==> src/core/adcsf_defs.svh <==
`ifndef ADCSF_DEFS_SVH
`define ADCSF_DEFS_SVH

// ****************************************
// Sizes
// ****************************************
`define ADCSF_NCH 8
`define ADCSF_CHW 3
`define ADCSF_DW 10
`define ADCSF_AW 8

// ****************************************
// Register byte offsets
// ****************************************
`define ADCSF_CTRL_OFS 8'h00
`define ADCSF_MODE_OFS 8'h04
`define ADCSF_CHEN_OFS 8'h10
`define ADCSF_CHDIS_OFS 8'h14
`define ADCSF_CHSTAT_OFS 8'h18
`define ADCSF_STAT_OFS 8'h1c
`define ADCSF_LAST_OFS 8'h20
`define ADCSF_IRQ_STAT_OFS 8'h28
`define ADCSF_IRQ_MASK_OFS 8'h2c
`define ADCSF_CDR_BASE_OFS 8'h40

// ****************************************
// Field positions
// ****************************************
`define ADCSF_CTRL_START_BIT 0
`define ADCSF_MODE_SLEEP_BIT 0
`define ADCSF_STAT_CHOVR_LSB 8
`define ADCSF_STAT_READY_BIT 16
`define ADCSF_STAT_GLOVR_BIT 17
`define ADCSF_LAST_CH_LSB 16
`define ADCSF_EVT_EOC_BIT 0
`define ADCSF_EVT_READY_BIT 1
`define ADCSF_EVT_CHOVR_BIT 2
`define ADCSF_EVT_GLOVR_BIT 3
`define ADCSF_NEVT 4

// ****************************************
// Reset values
// ****************************************
`define ADCSF_CHEN_RST 8'h00
`define ADCSF_MASK_RST 4'h0

`endif

==> src/core/adcsf_pkg.sv <==
package adcsf_pkg;
  `include "adcsf_defs.svh"

  // ****************************************
  // Types
  // ****************************************
  typedef logic [`ADCSF_NCH-1:0] adcsf_chmask_t;
  typedef logic [`ADCSF_CHW-1:0] adcsf_chan_t;
  typedef logic [`ADCSF_DW-1:0] adcsf_data_t;
  typedef logic [`ADCSF_AW-1:0] adcsf_addr_t;
  typedef logic [`ADCSF_NEVT-1:0] adcsf_evt_t;
  typedef enum logic {ADCSF_ST_IDLE, ADCSF_ST_DONE} adcsf_apb_st_t;
endpackage

==> src/core/adcsf_apb_slave.sv <==
`timescale 1ns/1ps
module adcsf_apb_slave (
  input wire logic i_sys_clk,
  input wire logic i_rst_b,
  input wire logic i_psel,
  input wire logic i_penable,
  input wire logic i_pwrite,
  input wire logic [31:0] i_rdata,
  input wire logic i_addr_ok,
  output logic o_pready,
  output logic [31:0] o_prdata,
  output logic o_pslverr,
  output logic o_rd_stb,
  output logic o_wr_stb
);
  import adcsf_pkg::*;

  adcsf_apb_st_t state_r;
  adcsf_apb_st_t state_nxt;

  // ****************************************
  // Access sequencing
  // ****************************************
  // Next state: one wait cycle, then ready
  always_comb begin
    case (state_r)
      ADCSF_ST_IDLE: begin
        state_nxt = (i_psel && i_penable) ? ADCSF_ST_DONE : ADCSF_ST_IDLE;
      end
      ADCSF_ST_DONE: begin
        state_nxt = ADCSF_ST_IDLE;
      end
      default: begin
        state_nxt = ADCSF_ST_IDLE;
      end
    endcase
  end

  // Reads act when data is captured, writes on the completing edge
  assign o_rd_stb = i_psel && i_penable && !i_pwrite && (state_r == ADCSF_ST_IDLE);
  assign o_wr_stb = i_psel && i_penable && i_pwrite && (state_r == ADCSF_ST_DONE);

  // State register
  always_ff @(posedge i_sys_clk or negedge i_rst_b) begin
    if (!i_rst_b) begin
      state_r <= ADCSF_ST_IDLE;
    end else begin
      state_r <= state_nxt;
    end
  end

  // Ready and error answer
  always_ff @(posedge i_sys_clk or negedge i_rst_b) begin
    if (!i_rst_b) begin
      o_pready <= 1'b0;
      o_pslverr <= 1'b0;
    end else begin
      o_pready <= (state_nxt == ADCSF_ST_DONE);
      o_pslverr <= (state_nxt == ADCSF_ST_DONE) && !i_addr_ok;
    end
  end

  // Read data capture, same edge as read side effects
  always_ff @(posedge i_sys_clk or negedge i_rst_b) begin
    if (!i_rst_b) begin
      o_prdata <= 32'h0000_0000;
    end else if (o_rd_stb) begin
      o_prdata <= i_addr_ok ? i_rdata : 32'h0000_0000;
    end
  end
endmodule

==> src/core/adcsf_irq.sv <==
`timescale 1ns/1ps
`include "adcsf_defs.svh"
module adcsf_irq (
  input wire logic i_sys_clk,
  input wire logic i_rst_b,
  input wire adcsf_pkg::adcsf_evt_t i_evt,
  input wire logic i_clr_wr,
  input wire logic i_mask_wr,
  input wire adcsf_pkg::adcsf_evt_t i_wdata,
  output adcsf_pkg::adcsf_evt_t o_status,
  output adcsf_pkg::adcsf_evt_t o_mask,
  output logic o_irq
);
  import adcsf_pkg::*;

  adcsf_evt_t status_nxt;
  adcsf_evt_t mask_nxt;

  // Write one clears, a new event wins over the clear
  always_comb begin
    status_nxt = (o_status & ~(i_clr_wr ? i_wdata : '0)) | i_evt;
    mask_nxt = i_mask_wr ? i_wdata : o_mask;
  end

  // Sticky status
  always_ff @(posedge i_sys_clk or negedge i_rst_b) begin
    if (!i_rst_b) begin
      o_status <= '0;
    end else begin
      o_status <= status_nxt;
    end
  end

  // Mask
  always_ff @(posedge i_sys_clk or negedge i_rst_b) begin
    if (!i_rst_b) begin
      o_mask <= `ADCSF_MASK_RST;
    end else begin
      o_mask <= mask_nxt;
    end
  end

  // Level interrupt aligned with the status
  always_ff @(posedge i_sys_clk or negedge i_rst_b) begin
    if (!i_rst_b) begin
      o_irq <= 1'b0;
    end else begin
      o_irq <= |(status_nxt & mask_nxt);
    end
  end
endmodule

==> src/core/adcsf_top.sv <==
// Behaviour
// - Data ready clears only on a read of the last result, never on a channel result read.
// - Data ready rises only when new conversion data is actually stored.
// - An end of conversion on an enabled channel sets data ready despite another channel read.
// - Storing a result raises data ready even when another channel is disabled that cycle.
// - A status read with an end of conversion still sets or clears the global overrun.
// - A store while the channel done flag or data ready stands sets the global overrun; either one alone is enough.
// - A store on a channel whose done flag stands sets its overrun and the global overrun.
// - A status read clears every channel overrun except one set by an overrun store in the same cycle.
// - A done flag sets at its store and clears on its own result read or on a last result read while the last result is from its channel.
// - A channel disabled during its conversion gets no done flag when that conversion ends.
// - A channel result read clears only that channel's done flag.
// - Sleep selected while idle takes effect only after the next conversion completes.
//
// Local design decisions: the register addresses and the APB slave port.
`timescale 1ns/1ps
`include "adcsf_defs.svh"
module adcsf_top (
  input wire logic i_sys_clk,
  input wire logic i_rst_b,
  input wire logic i_psel,
  input wire logic i_penable,
  input wire logic i_pwrite,
  input wire adcsf_pkg::adcsf_addr_t i_paddr,
  input wire logic [31:0] i_pwdata,
  input wire logic i_eoc_valid,
  input wire adcsf_pkg::adcsf_chan_t i_eoc_chan,
  input wire adcsf_pkg::adcsf_data_t i_eoc_data,
  output logic o_pready,
  output logic [31:0] o_prdata,
  output logic o_pslverr,
  output logic o_irq,
  output logic o_conv_start,
  output logic o_sleep
);
  import adcsf_pkg::*;

  // ****************************************
  // Declarations
  // ****************************************
  adcsf_chmask_t en_r;
  adcsf_chmask_t eoc_r;
  adcsf_chmask_t chovr_r;
  logic ready_r;
  logic glovr_r;
  logic sleep_sel_r;
  adcsf_data_t cdr_r [`ADCSF_NCH];
  adcsf_data_t last_r;
  adcsf_chan_t last_ch_r;
  adcsf_chmask_t eoc_nxt;
  adcsf_chmask_t chovr_nxt;
  logic ready_nxt;
  logic glovr_nxt;
  logic rd_stb;
  logic wr_stb;
  logic rd_sr;
  logic rd_lcdr;
  adcsf_chmask_t rd_cdr;
  adcsf_chmask_t addr_hit;
  logic store;
  logic ovr_hit;
  logic addr_ok;
  logic [31:0] rdata;
  adcsf_evt_t irq_evt;
  adcsf_evt_t irq_status;
  adcsf_evt_t irq_mask;

  // ****************************************
  // Decoding
  // ****************************************
  // One-hot channel result hit for an address
  function automatic adcsf_chmask_t cdr_hit(input adcsf_addr_t addr);
    adcsf_chmask_t hit;
    hit = '0;
    for (int i = 0; i < `ADCSF_NCH; i++) begin
      if (addr == `ADCSF_CDR_BASE_OFS + 8'(4 * i)) begin
        hit[i] = 1'b1;
      end
    end
    return hit;
  endfunction

  // Read side-effect strobes
  assign rd_sr = rd_stb && (i_paddr == `ADCSF_STAT_OFS);
  assign rd_lcdr = rd_stb && (i_paddr == `ADCSF_LAST_OFS);
  assign addr_hit = cdr_hit(i_paddr);
  assign rd_cdr = rd_stb ? addr_hit : '0;

  // Data is stored only for a channel still enabled at its end
  assign store = i_eoc_valid && en_r[i_eoc_chan];
  assign ovr_hit = store && eoc_r[i_eoc_chan];

  // ****************************************
  // Bus slave and read mux
  // ****************************************
  // Register read data
  always_comb begin
    rdata = 32'h0000_0000;
    addr_ok = 1'b1;
    case (i_paddr)
      `ADCSF_CTRL_OFS: rdata = 32'h0000_0000;
      `ADCSF_MODE_OFS: rdata[`ADCSF_MODE_SLEEP_BIT] = sleep_sel_r;
      `ADCSF_CHEN_OFS, `ADCSF_CHDIS_OFS: rdata = 32'h0000_0000;
      `ADCSF_CHSTAT_OFS: rdata[`ADCSF_NCH-1:0] = en_r;
      `ADCSF_STAT_OFS: begin
        rdata[`ADCSF_NCH-1:0] = eoc_r;
        rdata[`ADCSF_STAT_CHOVR_LSB +: `ADCSF_NCH] = chovr_r;
        rdata[`ADCSF_STAT_READY_BIT] = ready_r;
        rdata[`ADCSF_STAT_GLOVR_BIT] = glovr_r;
      end
      `ADCSF_LAST_OFS: begin
        rdata[`ADCSF_DW-1:0] = last_r;
        rdata[`ADCSF_LAST_CH_LSB +: `ADCSF_CHW] = last_ch_r;
      end
      `ADCSF_IRQ_STAT_OFS: rdata[`ADCSF_NEVT-1:0] = irq_status;
      `ADCSF_IRQ_MASK_OFS: rdata[`ADCSF_NEVT-1:0] = irq_mask;
      default: begin
        addr_ok = |addr_hit;
        for (int i = 0; i < `ADCSF_NCH; i++) begin
          if (addr_hit[i]) begin
            rdata[`ADCSF_DW-1:0] = cdr_r[i];
          end
        end
      end
    endcase
  end

  // APB slave
  adcsf_apb_slave u_apb (
    .i_sys_clk(i_sys_clk),
    .i_rst_b(i_rst_b),
    .i_psel(i_psel),
    .i_penable(i_penable),
    .i_pwrite(i_pwrite),
    .i_rdata(rdata),
    .i_addr_ok(addr_ok),
    .o_pready(o_pready),
    .o_prdata(o_prdata),
    .o_pslverr(o_pslverr),
    .o_rd_stb(rd_stb),
    .o_wr_stb(wr_stb)
  );

  // ****************************************
  // Configuration
  // ****************************************
  // Channel enable set and clear writes
  always_ff @(posedge i_sys_clk or negedge i_rst_b) begin
    if (!i_rst_b) begin
      en_r <= `ADCSF_CHEN_RST;
    end else if (wr_stb && i_paddr == `ADCSF_CHEN_OFS) begin
      en_r <= en_r | i_pwdata[`ADCSF_NCH-1:0];
    end else if (wr_stb && i_paddr == `ADCSF_CHDIS_OFS) begin
      en_r <= en_r & ~i_pwdata[`ADCSF_NCH-1:0];
    end
  end

  // Sleep select and start pulse
  always_ff @(posedge i_sys_clk or negedge i_rst_b) begin
    if (!i_rst_b) begin
      sleep_sel_r <= 1'b0;
      o_conv_start <= 1'b0;
    end else begin
      o_conv_start <= wr_stb && (i_paddr == `ADCSF_CTRL_OFS)
                      && i_pwdata[`ADCSF_CTRL_START_BIT];
      if (wr_stb && i_paddr == `ADCSF_MODE_OFS) begin
        sleep_sel_r <= i_pwdata[`ADCSF_MODE_SLEEP_BIT];
      end
    end
  end

  // Sleep entered only at a conversion end
  always_ff @(posedge i_sys_clk or negedge i_rst_b) begin
    if (!i_rst_b) begin
      o_sleep <= 1'b0;
    end else if (!sleep_sel_r) begin
      o_sleep <= 1'b0;
    end else if (i_eoc_valid) begin
      o_sleep <= 1'b1;
    end
  end

  // ****************************************
  // Status flags
  // ****************************************
  // Next flag values, sets win over read clears
  always_comb begin
    eoc_nxt = eoc_r & ~rd_cdr;
    if (rd_lcdr) begin
      eoc_nxt[last_ch_r] = 1'b0;
    end
    chovr_nxt = rd_sr ? '0 : chovr_r;
    ready_nxt = rd_lcdr ? 1'b0 : ready_r;
    glovr_nxt = rd_sr ? 1'b0 : glovr_r;
    if (store) begin
      eoc_nxt[i_eoc_chan] = 1'b1;
      ready_nxt = 1'b1;
      if (ovr_hit) begin
        chovr_nxt[i_eoc_chan] = 1'b1;
      end
      if (ovr_hit || ready_r) begin
        glovr_nxt = 1'b1;
      end
    end
  end

  // Flag registers
  always_ff @(posedge i_sys_clk or negedge i_rst_b) begin
    if (!i_rst_b) begin
      eoc_r <= '0;
      chovr_r <= '0;
      ready_r <= 1'b0;
      glovr_r <= 1'b0;
    end else begin
      eoc_r <= eoc_nxt;
      chovr_r <= chovr_nxt;
      ready_r <= ready_nxt;
      glovr_r <= glovr_nxt;
    end
  end

  // Result storage, channel and last
  always_ff @(posedge i_sys_clk or negedge i_rst_b) begin
    if (!i_rst_b) begin
      for (int i = 0; i < `ADCSF_NCH; i++) begin
        cdr_r[i] <= '0;
      end
      last_r <= '0;
      last_ch_r <= '0;
    end else if (store) begin
      cdr_r[i_eoc_chan] <= i_eoc_data;
      last_r <= i_eoc_data;
      last_ch_r <= i_eoc_chan;
    end
  end

  // ****************************************
  // Interrupts
  // ****************************************
  assign irq_evt[`ADCSF_EVT_EOC_BIT] = store;
  assign irq_evt[`ADCSF_EVT_READY_BIT] = store && !ready_r;
  assign irq_evt[`ADCSF_EVT_CHOVR_BIT] = ovr_hit;
  assign irq_evt[`ADCSF_EVT_GLOVR_BIT] = store && (ovr_hit || ready_r);

  adcsf_irq u_irq (
    .i_sys_clk(i_sys_clk),
    .i_rst_b(i_rst_b),
    .i_evt(irq_evt),
    .i_clr_wr(wr_stb && i_paddr == `ADCSF_IRQ_STAT_OFS),
    .i_mask_wr(wr_stb && i_paddr == `ADCSF_IRQ_MASK_OFS),
    .i_wdata(i_pwdata[`ADCSF_NEVT-1:0]),
    .o_status(irq_status),
    .o_mask(irq_mask),
    .o_irq(o_irq)
  );
endmodule

==> config.mk <==
export PLATFORM = sky130hd
export DESIGN_NAME = adcsf_top
export DESIGN_NICKNAME = d
export VERILOG_FILES = /design/src/core/adcsf_pkg.sv /design/src/core/adcsf_apb_slave.sv /design/src/core/adcsf_irq.sv /design/src/core/adcsf_top.sv
export VERILOG_INCLUDE_DIRS = /design/src /design/src/core
export SDC_FILE = /design/constraint.sdc
export NUM_CORES = 1
export LEC_CHECK = 0
export BUFFER_PORTS_ARGS = -buffer_cell sky130_fd_sc_hd__buf_2
export CAP_MARGIN = 20
export CORE_MARGIN = 5
export CORE_UTILIZATION = 50
export DETAILED_ROUTE_END_ITERATION = 7
export HOLD_SLACK_MARGIN = 0.08
export PLACE_DENSITY = 0.71
export SYNTH_ARGS = -nofsm -noshare
export SYNTH_HDL_FRONTEND = slang
export SYNTH_SLANG_ARGS = --single-unit
==> constraint.sdc <==
create_clock -name i_sys_clk -period 6.2 [get_ports i_sys_clk]
set_input_delay 0.93 -clock i_sys_clk [delete_from_list [all_inputs] [get_ports i_sys_clk]]
set_output_delay 0.93 -clock i_sys_clk [all_outputs]
set_load 0.01 [all_outputs]
-- After elaboration in Yosys (flattened, before gate mapping)
Index checks and enable logic that the tools add are counted.
Widths: inputs -> output; s select.
- bitwise operators: 15
- order comparisons: 6
- equality and inequality tests: 17
- multiplexer cells: 55
- reduce and logical (&&, ||, !) cells: 36
- operators by type and width (kind ; count):
    $mux 10 ; 9
    $bwmux 80 ; 1
    $eq 8x7->1 const B ; 8
    $mux 8 ; 8
    $eq 8x5->1 const B ; 4
    $demux 10 s3 ; 1
    $and 8x8->8 ; 3
    $eq 8x6->1 const B ; 3
    $not 8->8 ; 3
    $or 8x8->8 ; 3
    $logic_and 1x1->1 ; 22
    $mux 1 ; 22
    $mux 19 ; 1
    $pmux 3 s6 ; 1
    $pmux 4 s4 ; 1
    $reduce_or 9->1 ; 1
    $and 4x4->4 ; 2
    $eq 8x3->1 const B ; 1
    $logic_not 8->1 ; 1
    $lt 3x4->1 const B ; 2
    $mux 4 ; 2
    $reduce_or 4->1 ; 2
    $reduce_or 8->1 ; 1
    $pmux 1 s7 ; 1
    other kinds (20) ; 26
- input bits: 59
- bits in registers: 165
- output and inout port bits: 37

-- Depth between registers and ports, before layout
- word-level depth: 12
- gate-level depth with buffers: 9
- mapped depth without buffers: 6

-- By module
From an unflattened synthesis, not the netlist that was laid out.
- cells, all modules: 691
- area, all modules: 8042.7 µm²
- modules (own cells, without submodules) (module ; area each (µm²) ; times used ; cells an instance ; sequential area each (µm²)):
    adcsf_top ; 6145.9 ; 1 ; 521 ; 3052.9
    adcsf_apb_slave ; 1534.0 ; 1 ; 144 ; 850.8
    adcsf_irq ; 362.8 ; 1 ; 26 ; 225.2

-- Worst setup path before layout
OpenSTA, ideal clock, no wires.
- path kind: input -> register
- from: input i_paddr[4]
- to: register u_irq.o_irq
- path buffers: 2
- path slack: 3.251 ns
- data arrival time: 2.817 ns
- required time: 6.069 ns
- stages on the path: 7
- cells stage by stage: buf_6 or4b_4 buf_6 or4_4 o21ai_1 o22ai_1 or3_1
- longest elaborated chain between the ends: 8
- RTL lines (what ; line ; source):
    start: declaration ; adcsf_top.sv:24 ; input wire adcsf_pkg::adcsf_addr_t i_paddr,
    $eq 8x6->1 ; n/a ;
    $logic_and 1x1->1 (no line) ; n/a ;
    $mux 4 ; adcsf_irq.sv:21 ; status_nxt = (o_status & ~(i_clr_wr ? i_wdata : '0)) | i_evt;
    $not 4->4 ; adcsf_irq.sv:21 ;
    $and 4x4->4 ; adcsf_irq.sv:21 ;
    $or 4x4->4 ; adcsf_irq.sv:21 ;
    $and 4x4->4 (*) ; adcsf_irq.sv:48 ; o_irq <= |(status_nxt & mask_nxt);
    $reduce_or 4->1 (*) ; adcsf_irq.sv:48 ;
    end signal: assignment ; adcsf_irq.sv:48 ;
    end: declaration ; adcsf_irq.sv:12 ; output logic o_irq
Mark *: on every way between the ends. The rest lies on a longest branch, timed or not.
A chain may end at the register's enable or synchronous reset.

-- Worst setup path after layout
- from: input i_eoc_chan[2]
- to: register cdr_r[51] (netlist bit)
- longest elaborated chain between the ends: 6
- RTL lines (what ; line ; source):
    start: declaration ; adcsf_top.sv:27 ; input wire adcsf_pkg::adcsf_chan_t i_eoc_chan,
    $not 3->4 (implied by the code) ; adcsf_top.sv:231 ; cdr_r[i_eoc_chan] <= i_eoc_data;
    $ge 4x4->1 (implied by the code) or $lt 4x1->1 (tied branches) ; adcsf_top.sv:231 ;
    $logic_and 1x1->1 (implied by the code) ; adcsf_top.sv:231 ;
    $mux 10 (implied by the code) ; adcsf_top.sv:231 ;
    $demux 10 s3 ; adcsf_top.sv:231 ;
    $bwmux 80 ; adcsf_top.sv:231 ;
    end signal: indexed assignment ; adcsf_top.sv:231 ;
    end: declaration ; adcsf_top.sv:47 ; adcsf_data_t cdr_r [`ADCSF_NCH];
Several ways; a longest one is shown, not always the timed one. The select of a mux whose other input is x is not followed.

==> run metrics <==
Port-buffer cells 58; FMAX between 200 and 300 MHz; Clock Tree Buf Depth 2; post-route ant nets 0; CTS Hold Buffers Added 0; min-delay src u_apb.o_prdata[18]; critical-path maximum fanout 21; cell-internal power between 1.5 and 2 mW; area delta synth->final 12.3%; pwr dens 253 nW/um^2; slowest library cell on the worst path nand2_1; Tot GR Track Use 0.230; GRT overflow 0; Worst Path Required 6.51 ns; r2r worst-path depth 6; Clock Power Share 0.466; Final Net Count between 700 and 800; first-pass GRT wire length 31100 um; I/O pin total 96; period utilization 0.599; WS Path Type primary input to flop; WL/cell 22.0 um; post-DP HPWL about 13000 um; DR vias/cell 6.21; max incr delay on CP 0.74 ns; Setup WS pre-CTS 2.09 ns; Yosys warnings 0; GP Congestion between 0.8 and 0.9; Die Y-Extent 131 um; Startpoint Class primary input; share of cells above drive strength 1 0.166; CTS HTree Levels 4; Vias 5525; DRT Pass-1 Iters 5; Worst Hold Class flop to flop; Inserted Clock Buffers 17; Synth Register Bits approximately 150; post-synthesis compound-gate area fraction 0.130; die width approximately 130 um; Pwr Total 2.10 mW; n_diodes 0; FFs w/ async S/R, synth 1.00; CP Launch Point i_eoc_chan[2]; Clk Latency, worst-skew pair about 0.43 ns; post-synthesis mux area share 0.207; critical-path cell list buf_2 -> mux4_2 -> mux2_2 -> nand2_1 -> nor2_1 -> nand3b_1 -> mux2_1; antenna violations before repair 0; Worst Hold Path EP u_apb.o_prdata[18]; # rows 44; Critical Path Sink Type flop; register share of total power 0.481; Die ar. approximately 17000 sq um; top_reg_cell synth dfrtp_1; Max IR drop VDD approximately 200 uV; Slew headroom 0.290; status finished clean; Mapped Area ~7400 sq um; Mean Syn Cell Area 11.4 sq um; Synth Area in Simple Gates 0.104; Initial Util 0.509; Syn Inst Count between 600 and 700; Psw 0.508 mW; routed wire length 19600 um; Post-Route Skew 0.00724 ns; Netlist cell types 56; Sw Share 0.242; setup slack, reg-to-reg 2.81 ns; Clock Sinks 152; CP arrival 4.02 ns; post-CTS sizing 0; Comb power frac 0.054; clock-pin slew of the registers on the worst-case setup and hold paths 0.06 ns; Tmin final 3.72 ns; drc violations 0; Post-synth EDFFs 0; XOR/XNOR Fraction of Synth Area 0; setup_tns 0 ns; Slew @ Worst Pin between 1 and 1.5 ns; vias in the first global route 5527; Leak Pwr 4.09 nW; sequential share of the synthesized area 0.516; max-cap violation count 0; final setup margin 2.48 ns; reg2reg end cdr_r[51]; Post-Synth Adder-Cell Area 0; Placed Area 7710 sq um; largest net degree at the start of global routing 88; TritonCTS clock tree done; DR iter-0 viols 623; endpoints failing setup 0; Slew Viols, Final 0; main combinational cell family by area after synthesis multiplexers; Final Hold Viols 0; unrepaired setup endpoints after global routing false; Design Area, Final approximately 8300 sq um; Post-CTS Setup Inserts 0; Hold Path Stages 2; Root Buffer clkbuf_16; core area 14500 sq um
[Yosys cell counts, types with 3 or more instances]
cell,n,share of area
dfrtp_1,152,0.52
mux2_1,87,0.13
nand2_1,79,0.040
mux2i_1,35,0.048
o21ai_0,28,0.019
o21ai_1,28,0.019
nor2_1,25,0.013
clkbuf_1,23,0.012
buf_4,13,0.013
a221oi_1,11,0.013
buf_2,11,0.0075
a22oi_1,10,0.010
inv_1,10,0.0051
mux2_2,9,0.014
o31ai_1,9,0.0092
a21oi_1,7,0.0048
a221o_1,7,0.0095
a22o_1,7,0.0083
nand3_1,7,0.0048
nor3_1,6,0.0041
a31oi_1,5,0.0042
nor2b_1,5,0.0042
o211ai_1,5,0.0051
o22ai_1,5,0.0042
mux4_2,4,0.012
nand3b_1,4,0.0041
o2bb2ai_1,4,0.0048
or2_2,4,0.0034
or3_1,4,0.0034
a21o_1,3,0.0031
a32o_1,3,0.0041
and3_1,3,0.0025
buf_1,3,0.0015
o221ai_1,3,0.0036
or4b_1,3,0.0041
[through the flow]
step | instances | hold slack, ns | util
5_1_grt | 889 | 0.488 | 0.571
6_report | 889 | 0.471 | 0.571
2_1_floorplan | 661 | 0.455 | -
3_5_place_dp | 856 | 0.459 | 0.532
3_3_place_gp | 855 | 0.457 | 0.532
4_1_cts | 888 | 0.472 | 0.571
[how the worst max path moves through the flow]
stage	depth (start not counted)	slack, ns	endpoint
global route	7	2.42	cdr_r[52]
floorplan	7	3.25	u_irq.o_irq
detailed placement	7	2.09	cdr_r[57]
global placement	7	2.18	cdr_r[56]
CTS	7	2.54	cdr_r[51]
finish	7	2.48	cdr_r[51]
[per-layer routing]
metal / GRT usage / up-vias / part of all wire
met5: 0 / - / 0
met4: 0.0960 / 0 / 0.029
met3: 0.0558 / 45 / 0.072
met2: 0.348 / 216 / 0.47
met1: 0.319 / 2817 / 0.43
li1: - / 2447 / -
[critical path, delay by kind of cell]
family	cells	cell delay, ns
simple gates	3	1.66
mux	3	1.22
buf+inv	1	0.20
[kinds of logic after synthesis]
group,after synthesis
mux,135
compound gates,142
buf+inv,62
simple gates,157
flops,152
other cells,1
[power by group through the flow]
stage	logic, mW	registers (mW)	clock network (mW)
detailed placement	0.112	1.03	0
floorplan	0.0576	1.02	0
global route	0.125	1.01	1.03
CTS	0.112	1.01	0.984
finish	0.113	1.01	0.976
global placement	0.109	1.02	0
[registers in the layout, indices dropped and copies added (netlist names), named ones only]
| register | flops |
|---|---|
| cdr_r | 80 |
| last_r | 10 |
| o_sleep | 1 |
| chovr_r | 8 |
| u_apb.state_r | 1 |
| last_ch_r | 3 |
| glovr_r | 1 |
| sleep_sel_r | 1 |
| u_irq.o_mask | 4 |
| o_conv_start | 1 |
| ready_r | 1 |
| u_irq.o_irq | 1 |
| u_apb.o_pslverr | 1 |
| u_apb.o_prdata | 19 |
| u_irq.o_status | 4 |
| eoc_r | 8 |
[layout make-up]
class                   count  area (sq um)
fillers                  1201          6200
flip-flops and latches    152          3800
multi-input cells         447          3300
clock buffers              23           488
repair buffers             64           349
well taps                 184           230
clock inverters             9          67.6
inverters                  10          37.5
[placed cells by master (no fill, tap or decap), types with 5 or more instances in the layout]
| cell | n |
|---|---|
| o211ai_1 | 5 |
| nand3_1 | 7 |
| a221o_1 | 7 |
| o21ai_0 | 28 |
| a21oi_1 | 7 |
| o21ai_1 | 28 |
| clkbuf_16 | 17 |
| o31ai_1 | 9 |
| a31oi_1 | 5 |
| nand2_1 | 79 |
| a221oi_1 | 11 |
| a22oi_1 | 10 |
| a22o_1 | 7 |
| buf_2 | 57 |
| mux2i_1 | 35 |
| conb_1 | 13 |
| dfrtp_1 | 152 |
| o22ai_1 | 5 |
| nor3_1 | 6 |
| nor2b_1 | 5 |
| inv_1 | 10 |
| mux2_2 | 9 |
| nor2_1 | 25 |
| mux2_1 | 87 |
No activity file was read; power rests on OpenSTA's default activity.
